File: config.mk
export PLATFORM = sky130hd
export DESIGN_NAME = rcs_top
export DESIGN_NICKNAME = d
export VERILOG_FILES = /design/src/hw/rcs_pkg.sv /design/src/hw/rcs_por_stretch.sv /design/src/hw/rcs_top.sv
export SDC_FILE = /design/constraint.sdc
export NUM_CORES = 1
export LEC_CHECK = 0
export BUFFER_PORTS_ARGS = -buffer_cell sky130_fd_sc_hd__buf_2
export CAP_MARGIN = 25
export CORE_MARGIN = 5
export CORE_UTILIZATION = 30
export CTS_CLUSTER_DIAMETER = 120
export CTS_CLUSTER_SIZE = 30
export DETAILED_ROUTE_END_ITERATION = 12
export HOLD_SLACK_MARGIN = 0.02
export PLACE_DENSITY = 0.61
export SLEW_MARGIN = 20
export SYNTH_ARGS = -nofsm -noshare
export SYNTH_HDL_FRONTEND = slang
export SYNTH_SLANG_ARGS = --single-unit
File: constraint.sdc
create_clock -name i_core_clk -period 2.65 [get_ports i_core_clk]
set_input_delay 0.1325 -clock i_core_clk [delete_from_list [all_inputs] [get_ports i_core_clk]]
set_output_delay 0.1325 -clock i_core_clk [all_outputs]
set_load 0.03 [all_outputs]
File: src/hw/rcs_pkg.sv
// Package for the reset combiner and clock select block.
// Assumes a single 50 MHz core clock and an AHB-Lite register bus.
package rcs_pkg;

    // Register byte offsets
    localparam logic [7:0] RCS_OFF_SRC_EN   = 8'h00;
    localparam logic [7:0] RCS_OFF_CTRL     = 8'h04;
    localparam logic [7:0] RCS_OFF_STATUS   = 8'h08;
    localparam logic [7:0] RCS_OFF_CAUSE    = 8'h0c;

    // Source enable / cause bit positions
    localparam int RCS_SRC_SUPPLY    = 0;
    localparam int RCS_SRC_WATCHDOG  = 1;
    localparam int RCS_SRC_MISSCLK   = 2;
    localparam int RCS_SRC_COMPARE   = 3;
    localparam int RCS_SRC_SOFTWARE  = 4;
    localparam int RCS_SRC_CONVSTART = 5;
    localparam int RCS_SRC_PIN       = 6;
    localparam int RCS_NUM_SRC       = 7;

    // Control register bit positions
    localparam int RCS_CTRL_SWRST    = 0;
    localparam int RCS_CTRL_CLKSEL   = 1;
    localparam int RCS_CTRL_WDLOCK   = 2;

    // Status register bit positions
    localparam int RCS_STAT_CLKSEL   = 0;
    localparam int RCS_STAT_WDLOCK   = 1;
    localparam int RCS_STAT_RESET    = 2;

    // Reset values: software-disableable sources start enabled
    localparam logic [6:0] RCS_SRC_EN_RST = 7'h7f;
    localparam logic       RCS_CLK_INT    = 1'b0;

    // Power-on pulse driven out on the reset pin
    localparam int RCS_POR_NS     = 1000;
    localparam int RCS_CLK_NS     = 20;
    localparam int RCS_POR_CYCLES = (RCS_POR_NS + RCS_CLK_NS - 1) / RCS_CLK_NS;

    // AHB-Lite codes
    localparam logic [1:0] RCS_HTRANS_NONSEQ = 2'h2;
    localparam logic [1:0] RCS_HTRANS_SEQ    = 2'h3;

    typedef struct packed {
        logic        sel;
        logic        write;
        logic [7:0]  addr;
    } rcs_bus_req_t;

    typedef struct packed {
        logic [6:0]  src_en;
        logic        clk_sel;
        logic        wd_lock;
        logic        sw_req;
        logic [6:0]  cause;
    } rcs_regs_t;

endpackage : rcs_pkg

File: src/hw/rcs_por_stretch.sv
// Power-on pulse stretcher: holds its output for a fixed count after start.
// Assumes the core clock and a synchronous active-low reset.
`timescale 1ns/100ps
module rcs_por_stretch
    import rcs_pkg::*;
(
    // Clock and reset
    input  wire logic i_core_clk,
    input  wire logic i_rst_b,
    // Pulse
    output logic      o_active
);

    typedef struct packed {
        logic [7:0] cnt;
        logic       active;
    } rcs_por_st_t;

    rcs_por_st_t st_r;
    rcs_por_st_t st_nxt;

    always_comb begin
        st_nxt = st_r;
        if (st_r.cnt != 8'h00) begin
            st_nxt.cnt = st_r.cnt - 8'h01;
        end
        st_nxt.active = (st_nxt.cnt != 8'h00);
    end

    always_ff @(posedge i_core_clk) begin
        if (!i_rst_b) begin
            st_r.cnt    <= 8'(RCS_POR_CYCLES);
            st_r.active <= 1'b1;
        end else begin
            st_r <= st_nxt;
        end
    end

    assign o_active = st_r.active;

endmodule : rcs_por_stretch

File: src/hw/rcs_top.sv
// Reset combiner and system clock select with an AHB-Lite register slave.
// Assumes all inputs synchronous to i_core_clk; i_rst_b is the power-on reset.
// The reset pin is open drain: o_rst_pin_oe high pulls it low.
//
// Our own choices: the address map and the AHB-Lite register port.
`timescale 1ns/100ps

////////////////////////////////////////////////////////////////////////////////
module rcs_top
    import rcs_pkg::*;
(
    // Clock and reset
    input  wire logic        i_core_clk,
    input  wire logic        i_rst_b,
    // AHB-Lite slave
    input  wire logic        i_hsel,
    input  wire logic [31:0] i_haddr,
    input  wire logic [1:0]  i_htrans,
    input  wire logic        i_hwrite,
    input  wire logic [2:0]  i_hsize,
    input  wire logic [31:0] i_hwdata,
    input  wire logic        i_hready,
    output logic [31:0]      o_hrdata,
    output logic             o_hreadyout,
    output logic             o_hresp,
    // Reset sources
    input  wire logic        i_supply_monitor_enable_pin,
    input  wire logic        i_supply_low,
    input  wire logic        i_watchdog_rst,
    input  wire logic        i_missing_clk,
    input  wire logic        i_first_comparator_low,
    input  wire logic        i_conversion_start_pin,
    // Open-drain reset pin, active low
    input  wire logic        i_rst_pin_b,
    output logic             o_rst_pin_out,
    output logic             o_rst_pin_oe,
    // System outputs
    output logic             o_sys_rst,
    output logic             o_clk_sel_ext,
    output logic             o_wd_force_on
);

    ////////////////////////////////////////////////////////////////////////////
    // State
    typedef struct packed {
        rcs_regs_t    regs;
        rcs_bus_req_t req;
        logic [31:0]  rdata;
        logic         sys_rst;
        logic         pin_oe;
    } rcs_state_t;

    rcs_state_t st_r;
    rcs_state_t st_nxt;
    logic       por_active;
    logic [6:0] src_raw;
    logic [6:0] src_act;

    rcs_por_stretch u_por (
        .i_core_clk (i_core_clk),
        .i_rst_b    (i_rst_b),
        .o_active   (por_active)
    );

    ////////////////////////////////////////////////////////////////////////////
    // Source gating
    always_comb begin
        src_raw                    = '0;
        src_raw[RCS_SRC_SUPPLY]    = i_supply_low;
        src_raw[RCS_SRC_WATCHDOG]  = i_watchdog_rst;
        src_raw[RCS_SRC_MISSCLK]   = i_missing_clk;
        src_raw[RCS_SRC_COMPARE]   = i_first_comparator_low;
        src_raw[RCS_SRC_SOFTWARE]  = st_r.regs.sw_req;
        src_raw[RCS_SRC_CONVSTART] = i_conversion_start_pin;
        src_raw[RCS_SRC_PIN]       = ~i_rst_pin_b;
    end

    genvar g;
    generate
        for (g = 0; g < RCS_NUM_SRC; g++) begin : g_src
            if (g == RCS_SRC_SUPPLY) begin : g_sup
                assign src_act[g] = src_raw[g] & i_supply_monitor_enable_pin;
            end else if (g == RCS_SRC_PIN) begin : g_pin
                assign src_act[g] = src_raw[g];
            end else if (g == RCS_SRC_WATCHDOG) begin : g_wd
                // Lock overrides the enable bit
                assign src_act[g] = src_raw[g] & (st_r.regs.src_en[g] | st_r.regs.wd_lock);
            end else begin : g_gen
                assign src_act[g] = src_raw[g] & st_r.regs.src_en[g];
            end
        end
    endgenerate

    ////////////////////////////////////////////////////////////////////////////
    // Next state
    always_comb begin
        logic take;
        logic [31:0] wd;
        take   = 1'b0;
        wd     = i_hwdata;
        st_nxt = st_r;

        take = i_hsel & i_hready & (i_htrans == RCS_HTRANS_NONSEQ || i_htrans == RCS_HTRANS_SEQ);
        st_nxt.req.sel   = take;
        st_nxt.req.write = i_hwrite;
        st_nxt.req.addr  = i_haddr[7:0];
        st_nxt.regs.sw_req = 1'b0;

        if (st_r.req.sel && st_r.req.write) begin
            case (st_r.req.addr)
                RCS_OFF_SRC_EN: begin
                    st_nxt.regs.src_en = wd[6:0];
                end
                RCS_OFF_CTRL: begin
                    st_nxt.regs.sw_req  = wd[RCS_CTRL_SWRST];
                    st_nxt.regs.clk_sel = wd[RCS_CTRL_CLKSEL];
                    // Sticky: only the power-on reset clears the lock
                    st_nxt.regs.wd_lock = st_r.regs.wd_lock | wd[RCS_CTRL_WDLOCK];
                end
                RCS_OFF_CAUSE: begin
                    // Write one to clear; new causes below win
                    st_nxt.regs.cause = st_r.regs.cause & ~wd[6:0];
                end
                default: begin
                end
            endcase
        end
        st_nxt.regs.cause = st_nxt.regs.cause | src_act;

        st_nxt.rdata = 32'h0000_0000;
        if (take && !i_hwrite) begin
            case (i_haddr[7:0])
                RCS_OFF_SRC_EN: st_nxt.rdata[6:0] = st_nxt.regs.src_en;
                RCS_OFF_CTRL: begin
                    st_nxt.rdata[RCS_CTRL_CLKSEL] = st_nxt.regs.clk_sel;
                    st_nxt.rdata[RCS_CTRL_WDLOCK] = st_nxt.regs.wd_lock;
                end
                RCS_OFF_STATUS: begin
                    st_nxt.rdata[RCS_STAT_CLKSEL] = st_r.regs.clk_sel;
                    st_nxt.rdata[RCS_STAT_WDLOCK] = st_r.regs.wd_lock;
                    st_nxt.rdata[RCS_STAT_RESET]  = st_r.sys_rst;
                end
                RCS_OFF_CAUSE:  st_nxt.rdata[6:0] = st_nxt.regs.cause;
                default:        st_nxt.rdata = 32'h0000_0000;
            endcase
        end

        // Held while any source stays active; released one cycle after all clear
        st_nxt.sys_rst = (|src_act) | por_active;
        st_nxt.pin_oe  = por_active;

        // Clock select falls back to internal whenever reset is held
        if (st_nxt.sys_rst) begin
            st_nxt.regs.clk_sel = RCS_CLK_INT;
            st_nxt.regs.src_en  = RCS_SRC_EN_RST;
            st_nxt.regs.sw_req  = 1'b0;
            if (por_active) begin
                st_nxt.regs.wd_lock = 1'b0;
            end
        end
    end

    always_ff @(posedge i_core_clk) begin
        if (!i_rst_b) begin
            st_r.regs.src_en  <= RCS_SRC_EN_RST;
            st_r.regs.clk_sel <= RCS_CLK_INT;
            st_r.regs.wd_lock <= 1'b0;
            st_r.regs.sw_req  <= 1'b0;
            st_r.regs.cause   <= 7'h00;
            st_r.req          <= '0;
            st_r.rdata        <= 32'h0000_0000;
            st_r.sys_rst      <= 1'b1;
            st_r.pin_oe       <= 1'b1;
        end else begin
            st_r <= st_nxt;
        end
    end

    ////////////////////////////////////////////////////////////////////////////
    // Outputs
    assign o_hrdata      = st_r.rdata;
    assign o_hreadyout   = 1'b1;
    assign o_hresp       = 1'b0;
    assign o_rst_pin_out = 1'b0;
    assign o_rst_pin_oe  = st_r.pin_oe;
    assign o_sys_rst     = st_r.sys_rst;
    assign o_clk_sel_ext = st_r.regs.clk_sel;
    assign o_wd_force_on = st_r.regs.wd_lock;

endmodule : rcs_top

After elaboration in Yosys (flattened, before gate mapping)
Cells that the tools add are included.
- bits of input ports: 81
- bits in registers: 70
- multiplexer cells: 10
- add/sub/neg operators: 1
- equal/unequal tests: 7
- reductions and logical operators: 12
- bitwise operators: 18
- operators by type and width (kind ; count):
    8-bit by 4-bit == test with 1-bit output (second input constant) ; 3
    17-bit 2-to-1 mux ; 1
    8-bit by 3-bit == test with 1-bit output (second input constant) ; 2
    8-bit logical NOT ; 2
    8-bit nonzero test ; 2
    7-bit 2-to-1 mux ; 2
    1-bit AND ; 8
    8-bit 2-to-1 mux ; 1
    2-bit case mux with 4 select lines ; 1
    4-bit case mux with 2 select lines ; 1
    8-bit by 1-bit subtractor with 8-bit output (second input constant) ; 1
    7-bit AND ; 1
    7-bit inverter ; 1
    7-bit bitwise OR ; 1
    7-bit OR reduction ; 1
    2-bit == test (second input constant) ; 2
    1-bit inverter ; 4
    4-bit OR reduction ; 1
    3-bit 2-to-1 mux ; 1
    1-bit bitwise OR ; 3
    1-bit case mux with 3 select lines ; 1
    1-bit logical AND ; 2
    2-bit 2-to-1 mux ; 1
    2-bit AND reduction ; 1
    other kinds (4) ; 4

Depth between registers and ports, before layout
Gate-level depths: netlist of run 1.
- depth after elaboration: 6
- depth in mapped cells: 7
- depth with buffers taken out: 6

By module
A second synthesis of run 1 with hierarchy kept.
- cells, all modules: 261
- area, all modules: 2278.4 um2
- by module, submodules not included (module ; area an instance (um2) ; instances ; seq. area each (um2) ; cells an instance):
    rcs_top ; 1798.0 ; 1 ; 720.7 ; 204
    rcs_por_stretch ; 480.5 ; 1 ; 180.2 ; 57

Least setup slack after synthesis of run 1
OpenSTA, ideal clock, no wires.
- path type: register to register
- start: reg u_por.st_r[1] (netlist name)
- end: reg u_por.st_r, in the netlist u_por.o_active
- library setup time: 0.124 ns
- path buffers: 1
- data required time: 2.526 ns
- arrival: 1.840 ns
- path slack: 0.686 ns
- cell stages (with the launch flop): 8
- path through: dfxtp_1 clkbuf_1 inv_1 ha_1 or3b_2 nor2_1 a31oi_1 a2111o_1
- word-level cells in the longest chain between the ends: 3
- elaborated cells on any way between the ends: 4
- those cells by class: add/sub: 1; mux: 1; reduce/logical: 2
- RTL lines (what ; line ; RTL):
    from (decl) ; rcs_por_stretch.sv:19 ; rcs_por_st_t st_r;
    from (signal assigned) ; rcs_por_stretch.sv:35 ; st_r <= st_nxt;
    8-bit by 1-bit subtractor with 8-bit output or 8-bit nonzero test (tied branches) ; rcs_por_stretch.sv:25, rcs_por_stretch.sv:24 ;
    8-bit 2-to-1 mux * ; rcs_por_stretch.sv:24 ; if (st_r.cnt != 8'h00) begin
    8-bit nonzero test * ; rcs_por_stretch.sv:27 ; st_nxt.active = (st_nxt.cnt != 8'h00);
Mark *: on every way between the ends. The rest lies on a longest branch, timed or not.
A chain may end at the register's enable or synchronous reset.

Final worst setup path of run 1
Same ends and word-level chain as after synthesis.

==> results of run 1 <==
-- cell families (layout without fill, tap and decap cells) --
| group | count (synthesis) | after routing |
|---|---|---|
| AND/OR/NAND/NOR | 92 | 92 |
| AO/OA/AOI/OAI | 55 | 55 |
| flip-flops | 45 | 45 |
| adder cells (fa/ha/maj) | 2 | 2 |
| multiplexers | 1 | 1 |
| XOR/XNOR | 5 | 5 |
| other | 2 | 28 |
| buffers and inverters | 56 | 60 |
-- worst reg2reg max path, cell delays in order (launching register included) --
cell and delay [ps]:
dfxtp_1 400, inv_1 160, ha_1 240, or3b_2 510, nor2_1 240, a31oi_1 80, a2111o_1 450
-- cells in the final DEF, fill, tap and decap left out, types with 2 or more instances in the layout --
cell / n
xnor2_1: 3
inv_1: 9
buf_2: 38
o31a_1: 2
a21oi_1: 15
nand4_1: 12
o21ai_0: 5
o31ai_1: 8
nand3_1: 11
nor3_1: 10
and3_1: 3
and2_1: 7
nor4bb_1: 2
buf_4: 5
nor2_1: 17
a311oi_1: 9
dfxtp_1: 45
nand2b_1: 4
nand2_1: 10
clkbuf_8: 7
o21a_1: 5
a31oi_1: 2
nor4_1: 3
a211oi_1: 2
ha_1: 2
xor2_1: 2
or4_1: 2
conb_1: 28
-- synth_stat cells (2+ instances only) --
| master | number | share of area [%] |
|---|---|---|
| a211oi_1 | 2 | 0.66 |
| a21oi_1 | 15 | 3.3 |
| a311oi_1 | 9 | 3.5 |
| a31oi_1 | 2 | 0.55 |
| and2_1 | 7 | 1.9 |
| and3_1 | 3 | 0.83 |
| buf_4 | 35 | 12 |
| clkbuf_1 | 9 | 1.5 |
| conb_1 | 2 | 0.33 |
| dfxtp_1 | 45 | 40 |
| ha_1 | 2 | 1.1 |
| inv_1 | 9 | 1.5 |
| nand2_1 | 10 | 1.7 |
| nand2b_1 | 4 | 1.1 |
| nand3_1 | 11 | 2.4 |
| nand4_1 | 12 | 3.3 |
| nor2_1 | 17 | 2.8 |
| nor3_1 | 10 | 2.2 |
| nor4_1 | 3 | 0.83 |
| nor4bb_1 | 2 | 0.88 |
| o21a_1 | 5 | 1.7 |
| o21ai_0 | 5 | 1.1 |
| o31a_1 | 2 | 0.77 |
| o31ai_1 | 8 | 2.6 |
| or4_1 | 2 | 0.66 |
| xnor2_1 | 3 | 1.2 |
| xor2_1 | 2 | 0.77 |
-- worst paths after layout --
kind / from / endpoint / slack, ps / cells after the start
max: u_por.st_r[1]$_SDFF_PN0_ / u_por.o_active$_SDFF_PN1_ / 470 / 6
min: i_haddr[0] / st_r[34]$_SDFF_PN0_ / 60 / 2
max reg2reg: u_por.st_r[1]$_SDFF_PN0_ / u_por.o_active$_SDFF_PN1_ / 470 / 6
min reg2reg: st_r[45]$_SDFF_PN0_ / st_r[45]$_SDFF_PN0_ / 480 / 2
-- report_power, final --
group,internal (mW),switching (mW)
registers,0.700,0.0261
logic,0.0648,0.138
clock network,0.236,0.228
total,1.00,0.392
-- cell type report --
cell class              instances  area share, %
clock buffers                   7           3.85
clock inverters                 1          0.200
inverters                       9           1.35
multi-input cells             183           44.6
flip-flops and latches         45           36.0
well taps                      99           4.95
repair buffers                 43           9.10
-- metal layers --
metal	wire (µm)	track usage, %	vias to the layer above	part of all wire, %
li1	-	-	930	-
met2	2670	17.9	76	49
met5	0	0	-	0
met1	2380	15.3	920	43
met4	63	4.54	0	1.1
met3	385	2.23	9	7.0
-- through the flow --
step	instances	worst slack (ps)
finish	387	471
floorplan	284	686
global route	387	380
detailed placement	379	546
CTS	387	509
global placement	379	545
-- sequential cells by signal, indices dropped and copies added, names as in the netlist --
register	cells
o_clk_sel_ext	1
o_hrdata	7
o_rst_pin_oe	1
o_sys_rst	1
o_wd_force_on	1
src_raw	1
st_r	24
u_por.o_active	1
u_por.st_r	8
==> results.tsv, run 1 <==
stage	metric	value	unit
status	status	finished clean	
grt	antenna_found_initial	0	
floorplan	num_rows	31	
layout	fin_util	34.3	%
grt	grt_start_max_net_pins	16	
synthesis	synth_async_sr_flop_share	0	%
drt	routedWlPerCell	14.2	µm
critical_path	worst-endpoint-arrival	2360	ps
clocking	root_buffer	clkbuf_8	
floorplan	placeableCoreArea	7290	µm²
layout	seq_area	901	µm²
drt	drt_drc	0	
synthesis	count_of_flip_flops_with_a_built_in_enable_after_synthesis	0	
timing	final_max_slew_viol_count	0	
timing	rsz_0062_raised_after_global_routing	false	
synthesis	synth-seq-area-share	39.7	%
layout	multi_input_area	1120	µm²
clocking	maximum_buffer_depth_of_the_clock_tree	2	
synthesis	synth_top_family_by_area	simple AND/OR/NAND/NOR gates	
floorplan	die-height	97.0	µm
synthesis	synth-simple-area-share	22.8	%
hold_path	hold_path_class	in2reg	
layout	filler_cell_count	795	
critical_path	worst-endpoint-required	2830	ps
drt	route.vias.total	1935	
run	max-cap-violations	0	
synthesis	ys_ff_latch	45	
synthesis	synth.lib_cells_used.distinct	49	
critical_path	cp_slowest_stage_delay	510	ps
grt	gr-total-overflow	0	
critical_path	critical_path.startpoint_type	flip-flop	
layout	antenna-diode-count	0	
critical_path	type_of_the_setup_path_with_the_least_slack	reg2reg	
timing	worst_slew_pin_slew	734	ps
clocking	cts-buffers-inserted	5	
timing	max_clock_freq	459	MHz
grt	first_global_vias	1844	
critical_path	worstSetupEndpointType	flip-flop	
pwr	post_layout_total_power	1.39	mW
placement	dpl.hpwl	4.10	mm
clocking	hold_buffers	0	
floorplan	starting_density_of_the_core	31.1	%
grt	wire_length_of_the_first_global_routing_pass	8.87	mm
floorplan	die-width	97.0	µm
drt	post_drt_via_cell_ratio	5.00	
grt	groute.usage.overall	11.4	%
synthesis	compound_gate_fraction_of_synth_area	18.2	%
drt	drt_iter0_markers	146	
layout	finalInstanceArea	2500	µm²
layout	finalNetCount	370	
placement	port-buffer-count	38	
synthesis	cell_count_after_synthesis	258	
synthesis	yosysWarningCount	0	
clocking	post_cts.repair.setup_buffers	0	
floorplan	boundaryPins	120	
clocking	cells_resized_by_post_cts_repair	0	
critical_path	crit_fanout	8	
timing	finalCriticalPeriod	2180	ps
floorplan	dieArea	9410	µm²
clocking	clkLatencyLatePin	290	ps
drt	totalWireLength	5.50	mm
critical_path	cp_num_buf_inv	1	
clocking	cts.clk_slew.worst_paths	80	ps
synthesis	post_synth_xor_area_fraction	1.93	%
critical_path	crit_family	simple AND/OR/NAND/NOR gates	
clocking	cts_tree	done	
pwr	ir_worst_vdd	356	µV
timing	timing.clock.skew	11.5	ps
critical_path	critical_path.slowest_cell	or3b_2	
synthesis	mappedNetlistArea	2270	µm²
drt	antenna_violating_nets_post_route	0	
synthesis	postSynthAreaPerCell	8.80	µm²
pwr	total_leakage_power	1.01	nW
timing	total_setup_violations_reported_at_the_end_of_the_flow	0	
pwr	power.density	557	nW/µm²
timing	tns	0	ps
layout	post_route_cells_drive_above_1_share	20.1	%
timing	slew_headroom	50.6	%
timing	period_utilization_post_route	82.2	%
synthesis	synth.mux.area_fraction	0.441	%
timing	hold_viol_final	0	
critical_path	critical_path.cell_chain	inv_1 > ha_1 > or3b_2 > nor2_1 > a31oi_1 > a2111o_1	
placement	gpl.final_weighted_congestion	0.842	
synthesis	ys_dominant_reg_cell	dfxtp_1	
layout	area_growth	10.3	%
clocking	clock_sink_count	45	
synthesis	yosys.area_share.adder	1.10	%
drt	drt-pass1-iter-count	4	
timing	fin_worst_hold_slack	61.3	ps
placement	placedInstanceArea	2400	µm²
clocking	cts_htree_levels	2	
No activity file was read; power rests on OpenSTA's default activity.
==> run 2, diff against run 1 <==
- PLACE_DENSITY: 0.61 -> 0.63
- clock period: 2.65 -> 1.7 ns (I/O delays scaled with it)
==> run 2 against run 1 <==
Net effect:
- critical path type unchanged
- largest power group unchanged
- highest routed layer unchanged
- flip-flop and latch count unchanged
- final area grew 18%
- via count is 3.9% higher
- register-to-register slack lost 630 ps
- the run now ends with setup timing left
- global-route usage grew 1.1 points
- critical path depth down 1
==> results.tsv, run 2 (synthesized netlist as in run 1, its figures left out) <==
stage	metric	value	unit	change
status	status	finished with violations		
status	failing_checks	setup timing		
layout	largest-register	st_r		
grt	first_global_vias	1971		+6.9%
critical_path	critical_path.cell_chain	or4_4 > buf_12 > o41ai_4 > a21oi_2 > o31a_1		
layout	area_growth	30.4	%	
clocking	cts.clk_slew.worst_paths	90	ps	about the same
placement	port-buffer-count	38		unchanged
timing	rsz_0062_raised_after_global_routing	true		
layout	filler_cell_count	770		-3.1%
critical_path	crit_family	compound AO/OA/AOI/OAI gates		
grt	groute.usage.overall	12.5	%	+1.1 points
critical_path	critical_path.startpoint_type	flip-flop		
layout	fin_util	40.6	%	+6.3 points
grt	antenna_found_initial	0		unchanged
pwr	power.density	748	nW/µm²	+34%
drt	drt_iter0_markers	109		-25%
floorplan	dieArea	9410	µm²	unchanged
hold_path	hold_path_class	in2reg		
floorplan	die-width	97.0	µm	unchanged
critical_path	critical_path.slowest_cell	or4_4		
floorplan	num_rows	31		unchanged
run	max-cap-violations	0		unchanged
drt	route.vias.total	2011		+3.9%
timing	total_setup_violations_reported_at_the_end_of_the_flow	9		+9
layout	largest_register_ff_count	24		unchanged
floorplan	die-height	97.0	µm	unchanged
clocking	maximum_buffer_depth_of_the_clock_tree	2		unchanged
critical_path	cp_slowest_stage_delay	540	ps	+30 ps
layout	most_common_library_cell_in_the_layout_ignoring_fill_and_taps	dfxtp_1		
clocking	cts_tree	done		
clocking	clock_sink_count	45		unchanged
layout	antenna-diode-count	0		unchanged
critical_path	worst-endpoint-arrival	2060	ps	-300 ps
clocking	clkLatencyLatePin	300	ps	about the same
timing	finalCriticalPeriod	1860	ps	-316 ps
drt	antenna_violating_nets_post_route	0		unchanged
critical_path	type_of_the_setup_path_with_the_least_slack	reg2reg		
timing	max_clock_freq	537	MHz	+17%
critical_path	cp_num_buf_inv	1		unchanged
placement	gpl.final_weighted_congestion	0.858		+1.9%
clocking	cts-buffers-inserted	5		unchanged
drt	drt-pass1-iter-count	4		unchanged
placement	placedInstanceArea	2630	µm²	+9.6%
placement	dpl.hpwl	4.58	mm	+12%
timing	hold_viol_final	0		unchanged
floorplan	boundaryPins	120		unchanged
layout	finalInstanceArea	2960	µm²	+18%
critical_path	worstSetupEndpointType	flip-flop		
drt	totalWireLength	6.06	mm	+10%
drt	drt_drc	0		unchanged
clocking	root_buffer	clkbuf_8		
critical_path	crit_fanout	14		+6
layout	seq_area	905	µm²	+0.42%
layout	post_route_cells_drive_above_1_share	31.6	%	+11 points
clocking	cts_htree_levels	2		unchanged
floorplan	placeableCoreArea	7290	µm²	unchanged
timing	period_utilization_post_route	110	%	+27 points
grt	wire_length_of_the_first_global_routing_pass	9.69	mm	+9.2%
layout	final_cell_mix	dfxtp_1 (42), buf_2 (38), buf_4 (32)		
critical_path	worst-endpoint-required	1900	ps	-930 ps
timing	final_max_slew_viol_count	0		unchanged
pwr	ir_worst_vdd	458	µV	+29%
drt	post_drt_via_cell_ratio	4.73		-5.4%
timing	timing.clock.skew	11.8	ps	+0.323 ps
grt	grt_start_max_net_pins	15		-1
layout	multi_input_area	1260	µm²	+13%
layout	finalNetCount	408		+10%
pwr	total_leakage_power	1.23	nW	+21%
timing	setup_slack	-163	ps	-634 ps
drt	routedWlPerCell	14.2	µm	+0.25%
floorplan	starting_density_of_the_core	31.1	%	unchanged
grt	gr-total-overflow	0		unchanged
-- run 2: changes by cell type in the layout (fill, tap and decap cells not counted), moves of 3 or more --
cell           previous run  this run
o31ai_4                   0         3
buf_4                     5        32
dfxtp_1                  45        42
dfxtp_2                   0         3
dlygate4sd3_1             0        10
-- run 2: worst reg2reg max path, stage by stage (launching register included) --
cell and delay, ps:
dfxtp_2 330, or4_4 540, buf_12 180, o41ai_4 380, a21oi_2 90, o31a_1 250
-- run 2: where the power goes --
part           internal (mW)  switching (mW)  total, mW
clock network          0.284           0.370      0.654
registers               1.09          0.0238       1.12
logic                  0.174           0.270      0.444
total                   1.55           0.664       2.22
-- run 2: metrics by stage --
stage	setup TNS, ps	hold WS, ps	power, mW	std cells	setup slack (ps)
6_report	-667	43.8	2.22	425	-163
5_1_grt	-1280	53.7	2.32	425	-212
4_1_cts	-660	42.9	2.22	424	-148
3_5_place_dp	-1280	307	1.52	406	-308
3_3_place_gp	-908	302	1.51	406	-215
2_1_floorplan	-598	158	1.44	284	-105
-- run 2: worst paths after layout --
| path | cells past startpoint | to | start | slack, ps |
|---|---|---|---|---|
| max | 5 | o_hrdata[2]$_SDFF_PN0_ | st_r[39]$_SDFF_PN0_ | -160 |
| min | 2 | src_raw[4]$_SDFF_PP0_ | i_hwdata[0] | 40 |
| max reg2reg | 5 | o_hrdata[2]$_SDFF_PN0_ | st_r[39]$_SDFF_PN0_ | -160 |
| min reg2reg | 2 | st_r[45]$_SDFF_PN0_ | st_r[45]$_SDFF_PN0_ | 490 |
-- run 2: area by class of cell --
cell class	instances	area share (%)
tap	99	4.18
inverter	9	1.23
timing repair buffer	81	18.6
sequential	45	30.6
clock buffer	5	2.32
multi-input combinational	183	42.5
clock inverter	3	0.592
-- run 2: layer usage --
metal  track usage (%)  routed length (µm)  up-vias
li1                  -                   -     1006
met4              3.78                  68        0
met5                 0                   0        -
met2              21.2                2970       64
met1              15.6                2640      933
met3              2.88                 385        8
-- run 2: what timing repair did --
item | in CTS | in global routing
endpoints found under the setup margin | 12 | 12
hold endpoints to repair | 10 | 0
hold buffers | 10 | 0
pin swaps | 2 | 4
gates resized for setup | 13 | 12
setup buffers | 0 | 1
==> run 3, diff against run 2 <==
- PLACE_DENSITY: 0.63 -> unset
==> run 3 against run 2 <==
Net effect:
- the flow still finishes with violations (setup timing)
- register-to-register slack better by 40 ps
- sequential share of layout area down 0.95 points
- worst setup slack gained 39 ps
- routed wire length grew 3.5%
- first-iteration DRC count increased by 2.8%
==> results.tsv, run 3 (synthesized netlist as in run 1, its figures left out) <==
stage	metric	value	unit	change
layout	post_route_cells_drive_above_1_share	35.3	%	+3.7 points
grt	gr-total-overflow	0		unchanged
critical_path	worst-endpoint-arrival	2020	ps	-40 ps
clocking	clock_sink_count	45		unchanged
placement	gpl.final_weighted_congestion	0.888		+3.4%
drt	route.vias.total	2071		+3.0%
pwr	power_switching	0.665	mW	about the same
drt	antenna_violating_nets_post_route	0		unchanged
layout	most_common_library_cell_in_the_layout_ignoring_fill_and_taps	dfxtp_1		
timing	total_setup_violations_reported_at_the_end_of_the_flow	9		unchanged
timing	timing.clock.skew	11.3	ps	-0.513 ps
status	failing_checks	setup timing		
pwr	internal_power	1.60	mW	+3.5%
pwr	power.density	743	nW/µm²	-0.74%
critical_path	type_of_the_setup_path_with_the_least_slack	reg2reg		
pwr	ir_worst_vdd	379	µV	-17%
status	status	finished with violations		
layout	largest_register_ff_count	24		unchanged
grt	antenna_found_initial	0		unchanged
critical_path	crit_fanout	8		-6
floorplan	placeableCoreArea	7290	µm²	unchanged
layout	largest-register	st_r		
timing	setup_slack	-124	ps	+38.8 ps
layout	final_cell_mix	dfxtp_1 (42), buf_2 (38), buf_4 (31)		
placement	dpl.hpwl	4.44	mm	-3.0%
clocking	cts_htree_levels	2		unchanged
run	max-cap-violations	0		unchanged
pwr	power.clock.fraction	29.9	%	+0.4 points
hold_path	hold_path_class	in2reg		
placement	placedInstanceArea	2620	µm²	-0.67%
floorplan	dieArea	9410	µm²	unchanged
floorplan	boundaryPins	120		unchanged
critical_path	worstSetupEndpointType	flip-flop		
grt	groute.usage.overall	12.9	%	+0.44 points
timing	rsz_0062_raised_after_global_routing	true		
clocking	cts.clk_slew.worst_paths	80	ps	about the same
drt	totalWireLength	6.27	mm	+3.5%
floorplan	die-height	97.0	µm	unchanged
clocking	cts-buffers-inserted	5		unchanged
critical_path	worst-endpoint-required	1890	ps	about the same
grt	grt_start_max_net_pins	15		unchanged
clocking	clkLatencyLatePin	300	ps	about the same
pwr	combinationalPowerShare	21.0	%	+0.9 points
timing	final_max_slew_viol_count	0		unchanged
critical_path	critical_path.startpoint_type	flip-flop		
layout	area_growth	34.6	%	
pwr	power_frac_seq	49.1	%	-1.3 points
pwr	total_leakage_power	1.30	nW	+5.6%
grt	first_global_vias	2043		+3.7%
layout	antenna-diode-count	0		unchanged
floorplan	num_rows	31		unchanged
layout	stdcell_count	425		unchanged
clocking	cts_tree	done		
drt	drt-pass1-iter-count	4		unchanged
placement	placed_cells_incl_taps	402		-0.99%
floorplan	starting_density_of_the_core	31.1	%	unchanged
placement	port-buffer-count	38		unchanged
clocking	maximum_buffer_depth_of_the_clock_tree	2		unchanged
pwr	switching_share	29.3	%	-0.70 points
timing	finalCriticalPeriod	1820	ps	-38.8 ps
drt	drt_drc	0		unchanged
timing	hold_viol_final	0		unchanged
drt	routedWlPerCell	14.7	µm	+3.5%
grt	wire_length_of_the_first_global_routing_pass	9.99	mm	+3.1%
layout	finalNetCount	409		+0.25%
layout	fin_util	41.9	%	+1.3 points
layout	finalInstanceArea	3060	µm²	+3.2%
timing	max_clock_freq	548	MHz	+2.1%
clocking	root_buffer	clkbuf_8		
drt	post_drt_via_cell_ratio	4.87		+3.0%
drt	drt_iter0_markers	112		+2.8%
timing	period_utilization_post_route	107	%	-2.3 points
floorplan	die-width	97.0	µm	unchanged
[run 3: critical path, cell delays in order, from the launching register on]
cell and delay, ps:
dfxtp_2 320, or4_4 540, buf_12 170, o31ai_2 270, a311oi_1 130, o31a_1 300
[run 3: layout make-up]
type / instances / area [µm²]
clock buffers: 7 / 86.3
fillers: 749 / 4240
inverters: 9 / 36.3
multi-input cells: 183 / 1330
flip-flops and latches: 45 / 905
well taps: 99 / 124
repair buffers: 82 / 576
[run 3: what timing repair did]
item | CTS | global route
pin swaps | 9 | 10
setup endpoints to repair | 18 | 15
hold endpoints to repair | 9 | 0
buffers inserted | 2 | 5
hold buffers | 9 | 0
resized for setup | 17 | 23
[run 3: worst paths after layout]
path | to | from | slack, ps | cells after the start
max | o_hrdata[1]$_SDFF_PN0_ | st_r[41]$_SDFF_PN0_ | -120 | 5
min | src_raw[4]$_SDFF_PP0_ | i_hwdata[0] | 40 | 2
max reg2reg | o_hrdata[1]$_SDFF_PN0_ | st_r[41]$_SDFF_PN0_ | -120 | 5
min reg2reg | st_r[45]$_SDFF_PN0_ | st_r[45]$_SDFF_PN0_ | 490 | 2
[run 3: routing by layer]
| layer | routed length (µm) | vias up | global-route usage, % |
|---|---|---|---|
| met5 | 0 | - | 0 |
| li1 | - | 1009 | - |
| met4 | 120 | 0 | 4.21 |
| met2 | 3070 | 80 | 21.7 |
| met1 | 2680 | 969 | 16.3 |
| met3 | 402 | 13 | 2.95 |
[run 3: power groups by stage]
stage	sequential, mW	clock [mW]	combinational (mW)
floorplan	1.13	0	0.311
global placement	1.13	0	0.383
detailed placement	1.14	0	0.385
CTS	1.11	0.696	0.430
global route	1.12	0.745	0.516
finish	1.11	0.678	0.477
[run 3: through the flow]
step / hold WS (ps) / worst slack, ps / total power, mW / setup TNS (ps)
floorplan: 158 / -105 / 1.44 / -598
global placement: 303 / -177 / 1.52 / -1250
detailed placement: 309 / -273 / 1.52 / -2000
CTS: 32.1 / -145 / 2.24 / -884
global route: 45.0 / -177 / 2.38 / -1440
finish: 42.9 / -124 / 2.27 / -867
